<file path="config.mk">
export PLATFORM = sky130hd
export DESIGN_NAME = dspd_pin_driver
export DESIGN_NICKNAME = d
export VERILOG_FILES = /design/src/hdl/dspd_lane_decode.v /design/src/hdl/dspd_pin_driver.v
export VERILOG_INCLUDE_DIRS = /design/src /design/src/hdl
export SDC_FILE = /design/constraint.sdc
export NUM_CORES = 1
export LEC_CHECK = 0
export BUFFER_PORTS_ARGS = -buffer_cell sky130_fd_sc_hd__buf_2
export CAP_MARGIN = 20
export CORE_MARGIN = 10
export CORE_UTILIZATION = 42
export CTS_BUF_LIST = sky130_fd_sc_hd__clkbuf_8 sky130_fd_sc_hd__clkbuf_16
export CTS_CLUSTER_DIAMETER = 30
export DETAILED_ROUTE_END_ITERATION = 6
export GPL_ROUTABILITY_DRIVEN = 0
export PLACE_DENSITY = 0.76
export RECOVER_POWER = 50
export SLEW_MARGIN = 20
export SYNTH_ARGS = -nofsm -noshare
export SYNTH_HDL_FRONTEND = slang
export SYNTH_SLANG_ARGS = --single-unit
</file>
<file path="constraint.sdc">
create_clock -name core_clk -period 1.8 [get_ports core_clk]
set_input_delay 0.18 -clock core_clk [delete_from_list [all_inputs] [get_ports core_clk]]
set_output_delay 0.18 -clock core_clk [all_outputs]
set_load 0.01 [all_outputs]
</file>
<file path="src/hdl/dspd_regs.vh">
// Purpose: Constants for the DRAM space pin driver
// Assumes: 20 MHz core_clk, synchronous active-high reset
// Notes:   Encodings of bus width, access size and sequencer timing
// Functional notes
// Row strobe is active during every DRAM space access, any width or size.
// 8/16-bit space: byte0 strobe for 8-bit/lower/word, byte1 for upper/word.
// 8/16-bit space: upper data on lane1, lower on lane0; others high-Z.
// 32-bit space: one column strobe per byte lane; pairs or all four for words.
// 32-bit space: MSB on lane3 down to LSB on lane0; only accessed lanes driven.
// All four area selects stay high during DRAM space accesses.
// Direction output high for reads, low for writes.
// Address latch strobe held low throughout DRAM accesses.
// Read strobe low on reads, high on writes.
// 32-bit writes pull write strobe of each accessed lane low; none on reads.
// Row strobe also asserted in row-held mode and during refresh.
// All column strobes asserted during refresh.
// Row strobe precedes column strobes on accesses (asserted together during refresh); column strobes release no later.
`ifndef DSPD_REGS_VH
`define DSPD_REGS_VH
// Bus width of the DRAM space
`define DSPD_W8        2'h0
`define DSPD_W16       2'h1
`define DSPD_W32       2'h2
// Access size
`define DSPD_SZ_BYTE   2'h0
`define DSPD_SZ_WORD   2'h1
`define DSPD_SZ_LONG   2'h2
// Sequencer states
`define DSPD_ST_IDLE   3'h0
`define DSPD_ST_ROW    3'h1
`define DSPD_ST_COL    3'h2
`define DSPD_ST_END    3'h3
`define DSPD_ST_REF    3'h4
// Timing: row-to-column and column hold time in ns, and cycle counts
`define DSPD_CLK_NS    50
`define DSPD_T_RCD_NS  50
`define DSPD_T_CAS_NS  100
`define DSPD_RCD_CYC   ((`DSPD_T_RCD_NS + `DSPD_CLK_NS - 1) / `DSPD_CLK_NS)
`define DSPD_CAS_CYC   ((`DSPD_T_CAS_NS + `DSPD_CLK_NS - 1) / `DSPD_CLK_NS)
`define DSPD_CNT_W     3
// Idle pin levels
`define DSPD_RST_STROBES 4'hF
`endif

</file>
<file path="src/hdl/dspd_lane_decode.v">
// Purpose: Decode DRAM bus width, size and address into active byte lanes
// Assumes: Address low bits are the byte offset; big-endian lane order
// Notes:   Lane 3 carries the most significant byte
`timescale 1ns/1ns
`include "dspd_regs.vh"
module dspd_lane_decode (
  width,
  size,
  addr_lo,
  lanes
);
  input  wire [1:0] width;
  input  wire [1:0] size;
  input  wire [1:0] addr_lo;
  output reg  [3:0] lanes;

  always @* begin
    lanes = 4'h0;
    case (width)
      `DSPD_W8: begin
        lanes = 4'h1;
      end
      `DSPD_W16: begin
        if (size == `DSPD_SZ_BYTE) begin
          lanes = addr_lo[0] ? 4'h1 : 4'h2;
        end else begin
          lanes = 4'h3;
        end
      end
      `DSPD_W32: begin
        case (size)
          `DSPD_SZ_BYTE: lanes = 4'h8 >> addr_lo;
          `DSPD_SZ_WORD: lanes = addr_lo[1] ? 4'h3 : 4'hC;
          default:       lanes = 4'hF;
        endcase
      end
      default: begin
        lanes = 4'h0;
      end
    endcase
  end
endmodule // dspd_lane_decode

</file>
<file path="src/hdl/dspd_pin_driver.v">
// Purpose: Drive external bus pins for accesses to DRAM space
// Assumes: Request fields are sampled only in the cycle where req_valid and req_ready are both high
// Notes:   Data pins are split into in/out/enable per lane
`timescale 1ns/1ns
`include "dspd_regs.vh"
module dspd_pin_driver (
  core_clk,
  rst,
  clk_en,
  req_valid,
  req_ready,
  req_write,
  req_width,
  req_size,
  req_addr,
  req_wdata,
  refresh_req,
  row_held,
  rsp_valid,
  rsp_rdata,
  area_select_n,
  row_strobe_n,
  col_strobe_byte3_n,
  col_strobe_byte2_n,
  col_strobe_byte1_n,
  col_strobe_byte0_n,
  read_write,
  address_latch_strobe_n,
  read_strobe_n,
  write_strobe_byte3_n,
  write_strobe_byte2_n,
  write_strobe_byte1_n,
  write_strobe_byte0_n,
  address_bus,
  data_in,
  data_out,
  data_oe
);
  input  wire        core_clk;
  input  wire        rst;
  input  wire        clk_en;
  input  wire        req_valid;
  output wire        req_ready;
  input  wire        req_write;
  input  wire [1:0]  req_width;
  input  wire [1:0]  req_size;
  input  wire [21:0] req_addr;
  input  wire [31:0] req_wdata;
  input  wire        refresh_req;
  input  wire        row_held;
  output reg         rsp_valid;
  output reg  [31:0] rsp_rdata;
  output reg  [3:0]  area_select_n;
  output reg         row_strobe_n;
  output reg         col_strobe_byte3_n;
  output reg         col_strobe_byte2_n;
  output reg         col_strobe_byte1_n;
  output reg         col_strobe_byte0_n;
  output reg         read_write;
  output reg         address_latch_strobe_n;
  output reg         read_strobe_n;
  output reg         write_strobe_byte3_n;
  output reg         write_strobe_byte2_n;
  output reg         write_strobe_byte1_n;
  output reg         write_strobe_byte0_n;
  output reg  [21:0] address_bus;
  input  wire [31:0] data_in;
  output reg  [31:0] data_out;
  output reg  [3:0]  data_oe;

  reg  [2:0]                state_r;
  reg  [2:0]                state_nxt;
  reg  [`DSPD_CNT_W-1:0]    cnt_r;
  reg  [3:0]                lanes_r;
  reg                       write_r;
  reg                       width32_r;
  wire [3:0]                lanes_dec;
  reg  [3:0]                cas_n;
  reg  [3:0]                wr_n;
  reg                       ras_n;

  // Counter reload values, cut to the counter width where they are used
  localparam [31:0] RCD_LD = `DSPD_RCD_CYC - 1;
  localparam [31:0] CAS_LD = `DSPD_CAS_CYC - 1;

  dspd_lane_decode u_dec (
    .width   (req_width),
    .size    (req_size),
    .addr_lo (req_addr[1:0]),
    .lanes   (lanes_dec)
  );

  assign req_ready = (state_r == `DSPD_ST_IDLE) && !refresh_req;

  // ===========================================================
  // Sequencer
  // ===========================================================
  always @* begin
    state_nxt = state_r;
    case (state_r)
      `DSPD_ST_IDLE: begin
        if (refresh_req) begin
          state_nxt = `DSPD_ST_REF;
        end else if (req_valid) begin
          state_nxt = `DSPD_ST_ROW;
        end
      end
      `DSPD_ST_ROW: begin
        if (cnt_r == {`DSPD_CNT_W{1'b0}}) begin
          state_nxt = `DSPD_ST_COL;
        end
      end
      `DSPD_ST_COL: begin
        if (cnt_r == {`DSPD_CNT_W{1'b0}}) begin
          state_nxt = `DSPD_ST_END;
        end
      end
      `DSPD_ST_END: begin
        state_nxt = `DSPD_ST_IDLE;
      end
      `DSPD_ST_REF: begin
        if (cnt_r == {`DSPD_CNT_W{1'b0}}) begin
          state_nxt = `DSPD_ST_IDLE;
        end
      end
      default: begin
        state_nxt = `DSPD_ST_IDLE;
      end
    endcase
  end

  always @(posedge core_clk) begin
    if (rst) begin
      state_r   <= `DSPD_ST_IDLE;
      cnt_r     <= {`DSPD_CNT_W{1'b0}};
      lanes_r   <= 4'h0;
      write_r   <= 1'b0;
      width32_r <= 1'b0;
    end else if (clk_en) begin
      state_r <= state_nxt;
      if (state_r == `DSPD_ST_IDLE && state_nxt == `DSPD_ST_ROW) begin
        lanes_r   <= lanes_dec;
        write_r   <= req_write;
        width32_r <= (req_width == `DSPD_W32);
      end
      if (state_nxt != state_r) begin
        if (state_nxt == `DSPD_ST_ROW) begin
          cnt_r <= RCD_LD[`DSPD_CNT_W-1:0];
        end else begin
          cnt_r <= CAS_LD[`DSPD_CNT_W-1:0];
        end
      end else if (cnt_r != {`DSPD_CNT_W{1'b0}}) begin
        cnt_r <= cnt_r - 1'b1;
      end
    end
  end

  // ===========================================================
  // Pin levels
  // ===========================================================
  always @* begin
    ras_n = 1'b1;
    cas_n = 4'hF;
    wr_n  = 4'hF;
    if (state_r == `DSPD_ST_ROW || state_r == `DSPD_ST_COL) begin
      ras_n = 1'b0;
    end
    if (row_held || state_r == `DSPD_ST_REF) begin
      ras_n = 1'b0;
    end
    if (state_r == `DSPD_ST_COL) begin
      cas_n = ~lanes_r;
      if (write_r && width32_r) begin
        wr_n = ~lanes_r;
      end else if (write_r) begin
        wr_n = {2'h3, ~lanes_r[1:0]};
      end
    end
    if (state_r == `DSPD_ST_REF) begin
      cas_n = 4'h0;
    end
  end

  always @(posedge core_clk) begin
    if (rst) begin
      rsp_valid              <= 1'b0;
      rsp_rdata              <= 32'h0000_0000;
      area_select_n          <= 4'hF;
      row_strobe_n           <= 1'b1;
      {col_strobe_byte3_n, col_strobe_byte2_n,
       col_strobe_byte1_n, col_strobe_byte0_n} <= `DSPD_RST_STROBES;
      read_write             <= 1'b1;
      address_latch_strobe_n <= 1'b0;
      read_strobe_n          <= 1'b1;
      {write_strobe_byte3_n, write_strobe_byte2_n,
       write_strobe_byte1_n, write_strobe_byte0_n} <= `DSPD_RST_STROBES;
      address_bus            <= 22'h00_0000;
      data_out               <= 32'h0000_0000;
      data_oe                <= 4'h0;
    end else if (clk_en) begin
      area_select_n          <= 4'hF;
      address_latch_strobe_n <= 1'b0;
      row_strobe_n           <= ras_n;
      {col_strobe_byte3_n, col_strobe_byte2_n,
       col_strobe_byte1_n, col_strobe_byte0_n} <= cas_n;
      {write_strobe_byte3_n, write_strobe_byte2_n,
       write_strobe_byte1_n, write_strobe_byte0_n} <= wr_n;
      rsp_valid <= (state_r == `DSPD_ST_END);
      if (state_r == `DSPD_ST_IDLE && state_nxt == `DSPD_ST_ROW) begin
        address_bus <= req_addr;
        data_out    <= req_wdata;
        read_write  <= !req_write;
      end
      if (state_r == `DSPD_ST_ROW || state_r == `DSPD_ST_COL) begin
        read_strobe_n <= write_r;
        data_oe       <= write_r ? lanes_r : 4'h0;
      end else begin
        read_strobe_n <= 1'b1;
        data_oe       <= 4'h0;
      end
      if (state_r == `DSPD_ST_END) begin
        read_write <= 1'b1;
      end
      if (state_r == `DSPD_ST_COL && cnt_r == {`DSPD_CNT_W{1'b0}} && !write_r) begin
        rsp_rdata <= data_in;
      end
    end
  end
endmodule // dspd_pin_driver

</file>
==> results.ini <==
[outcome]
status=finished clean

[finish]
area_delta_synth_final_pct=61.46
layout.cells.non_filler=993
nFillCells=787
final_cell_mix=nand2_1, dfxtp_1, a21oi_1
post-route-util_pct=68.81
postLayoutCellArea_mm2=0.007008
layout.cells.most_common=nand2_1
final_nets=940
layout-drive-gt1-share_pct=19.48

[timing]
rsz0062_at_grt=yes
final_max_slew_viol_count=0
setup_tns_ns=0
setup_violations=0
fmax_ghz=0.5612
setup_ws_ns=0.01821
hold_viol=0
hold_slack_ns=0.03293
fin_skew_ns=0.01111
fin_crit_ns=1.782
fin_crit_sh_pct=98.99

[synth]
yosysTopAreaCellShare_pct=52.58
syn_area_mm2=0.004340
synth_top_cell_by_area=dfxtp_1
ys_seq_area_share_pct=52.58
synth_cells=548
synth_edf_count=0
synth_async_sr_flop_share_pct=0
post_synth_num_cell_types=39
synth-seq-cells=114
synthTopCellsByArea=dfxtp_1, nand2_1, a21oi_1, clkbuf_1, buf_4
syn_area_per_cell_um2=7.920
synth_ff_type=dfxtp_1
synth_warnings=0

[routing]
wirelength_um=16560
wl_per_cell_um=16.67
detail_route.iter0.violations=523
drt_first_pass_iters=5
antenna_left=0
num_vias=5051
detail_route.vias_per_cell=5.087
remaining_drc_errors=0

[power_and_ir_drop]
pwr-share-clk_pct=47.6
pwr-share-comb_pct=12.8
seqPwrFrac_pct=39.6
vdd_drop_max_uv=505.3
design_power_total_mw=6.739
p_int_mw=5.152
switching_share_pct=23.54
power_density_mw_per_mm2=961.6
switching_power_mw=1.586
leakage_nw=2.706

[die]
core_mm2=0.01018
ios=205
fp-row-count=37
chipHeight_um=121.7
start_util_pct=42.62
die_area_mm2=0.01480
die_width_um=121.7

[clock_network]
clk_pin_slew_ns=0.06
clk_path_buf_depth=2
cts_tree=yes
clk_latency_ns=0.52
h-tree-depth=4
cts.sinks=114
cts_buffers=17
cts-root-buf=clkbuf_8

[critical_path]
start_kind=flop
worst_path_most_repeated_cell=buf_6
worstPathMaxFanout=4
criticalPathCategory=flop to output port
cp_data_arrival_time_ns=1.60
crit_slowest_cell=dfxtp_4
crit_family=buffers and inverters
cp_cell_sequence=buf_6 > nor4_4 > buf_4 > buf_6
worst-path-buf-inv=3
critPathRequiredTime_ns=1.62
cp_slowest_stage_delay_ns=0.35
cp-end-kind=output port

[placed_design]
dp_hpwl_um=9867
placed_cell_area_mm2=0.005492
place_ws_ns=-0.1486
portBuffers=199
post-place-cells=861

[global_route]
grt_max_degree=102
gr-total-overflow=0
grt_pass1_wl_um=25220
antenna_found_initial=4
grt_pass1_vias=4995
grt.total_usage_pct=21.19

[flow_run]
drv_cap=0

[min_path]
hp-class=primary input to flop

Yosys cell counts, types with 3 or more instances:
master,instances
a211o_1,6
nor2_1,14
buf_4,8
a21oi_1,112
clkbuf_1,23
nor3_1,4
inv_1,4
dfxtp_1,114
nand2_1,195
o21ai_0,7
buf_2,9
nand2b_1,4
a2111oi_0,3
nand3b_1,4
nor2b_1,4
and2_1,3
cells by family (layout without fill, tap and decap cells):
| group | after synthesis | in the layout | synth area share, % |
|---|---|---|---|
| fa+ha+maj | 2 | 2 | 0.5764 |
| buf+inv | 48 | 349 | 5.448 |
| compound gates | 142 | 142 | 18.07 |
| flops | 114 | 114 | 52.58 |
| other cells | 2 | 10 | 0.1730 |
| simple gates | 240 | 240 | 23.15 |
layout make-up:
| class | instances | area [um2] | share of cell area (%) |
|---|---|---|---|
| repair buffers | 314 | 2057 | 29.35 |
| well taps | 136 | 170.2 | 2.428 |
| flip-flops and latches | 114 | 2287 | 32.64 |
| clock buffers | 22 | 483.0 | 6.892 |
| inverters | 5 | 18.77 | 0.2678 |
| clock inverters | 8 | 86.33 | 1.232 |
| multi-input cells | 389 | 1893 | 27.01 |
| diodes | 5 | 12.51 | 0.1785 |
metal layers:
layer	vias to the layer above	GRT usage, %	wire (um)
met5	-	0	0
met4	0	11.33	555
met3	58	8.418	1529
met2	279	35.01	8073
met1	2318	22.97	6396
li1	2396	-	-
state kept, by name, indices dropped and copies added, names as in the netlist:
signal	count
data_out	32
rsp_rdata	32
address_bus	22
data_oe	4
lanes_r	4
cnt_r	3
state_r	3
col_strobe_byte0_n	1
col_strobe_byte1_n	1
col_strobe_byte2_n	1
col_strobe_byte3_n	1
read_strobe_n	1
read_write	1
row_strobe_n	1
rsp_valid	1
width32_r	1
write_r	1
write_strobe_byte0_n	1
write_strobe_byte1_n	1
write_strobe_byte2_n	1
write_strobe_byte3_n	1
power groups by stage:
stage,sequential (mW),combinational [mW],clock (mW)
after global placement,2.71,0.618,0
final,2.67,0.861,3.21
after floorplan,2.74,0.315,0
after CTS,2.66,0.811,3.24
after detailed placement,2.71,0.636,0
after global routing,2.68,0.938,3.39
final timing paths:
path / start / end / slack [ns] / cells after the start
max: state_r[1]$_SDFFE_PP0P_ / req_ready / 0.02 / 4
min: req_valid / cnt_r[0]$_SDFFE_PP0P_ / 0.03 / 3
max reg2reg: cnt_r[1]$_SDFFE_PP0P_ / rsp_rdata[2]$_SDFFE_PP0P_ / 0.09 / 8
min reg2reg: address_bus[7]$_SDFFE_PP0P_ / address_bus[7]$_SDFFE_PP0P_ / 0.45 / 2
worst register-to-register path, stage by stage, from the launching register on:
cell and delay [ns]:
dfxtp_1 0.31, inv_1 0.11, ha_4 0.15, nor2b_4 0.19, buf_4 0.17, and4b_4 0.30
clkbuf_16 0.18, nand2_1 0.06, a21oi_1 0.15
what timing repair did:
item                                    4_1_cts  5_1_grt
gates cloned                                  0        2
hold buffers                                 91        0
hold endpoints to repair                     95        0
buffers inserted                              0        4
pin swaps                                     1        4
endpoints found under the setup margin        5       42
gates resized for setup                       6       16
Note: power is estimated with default switching activity, not from simulation.
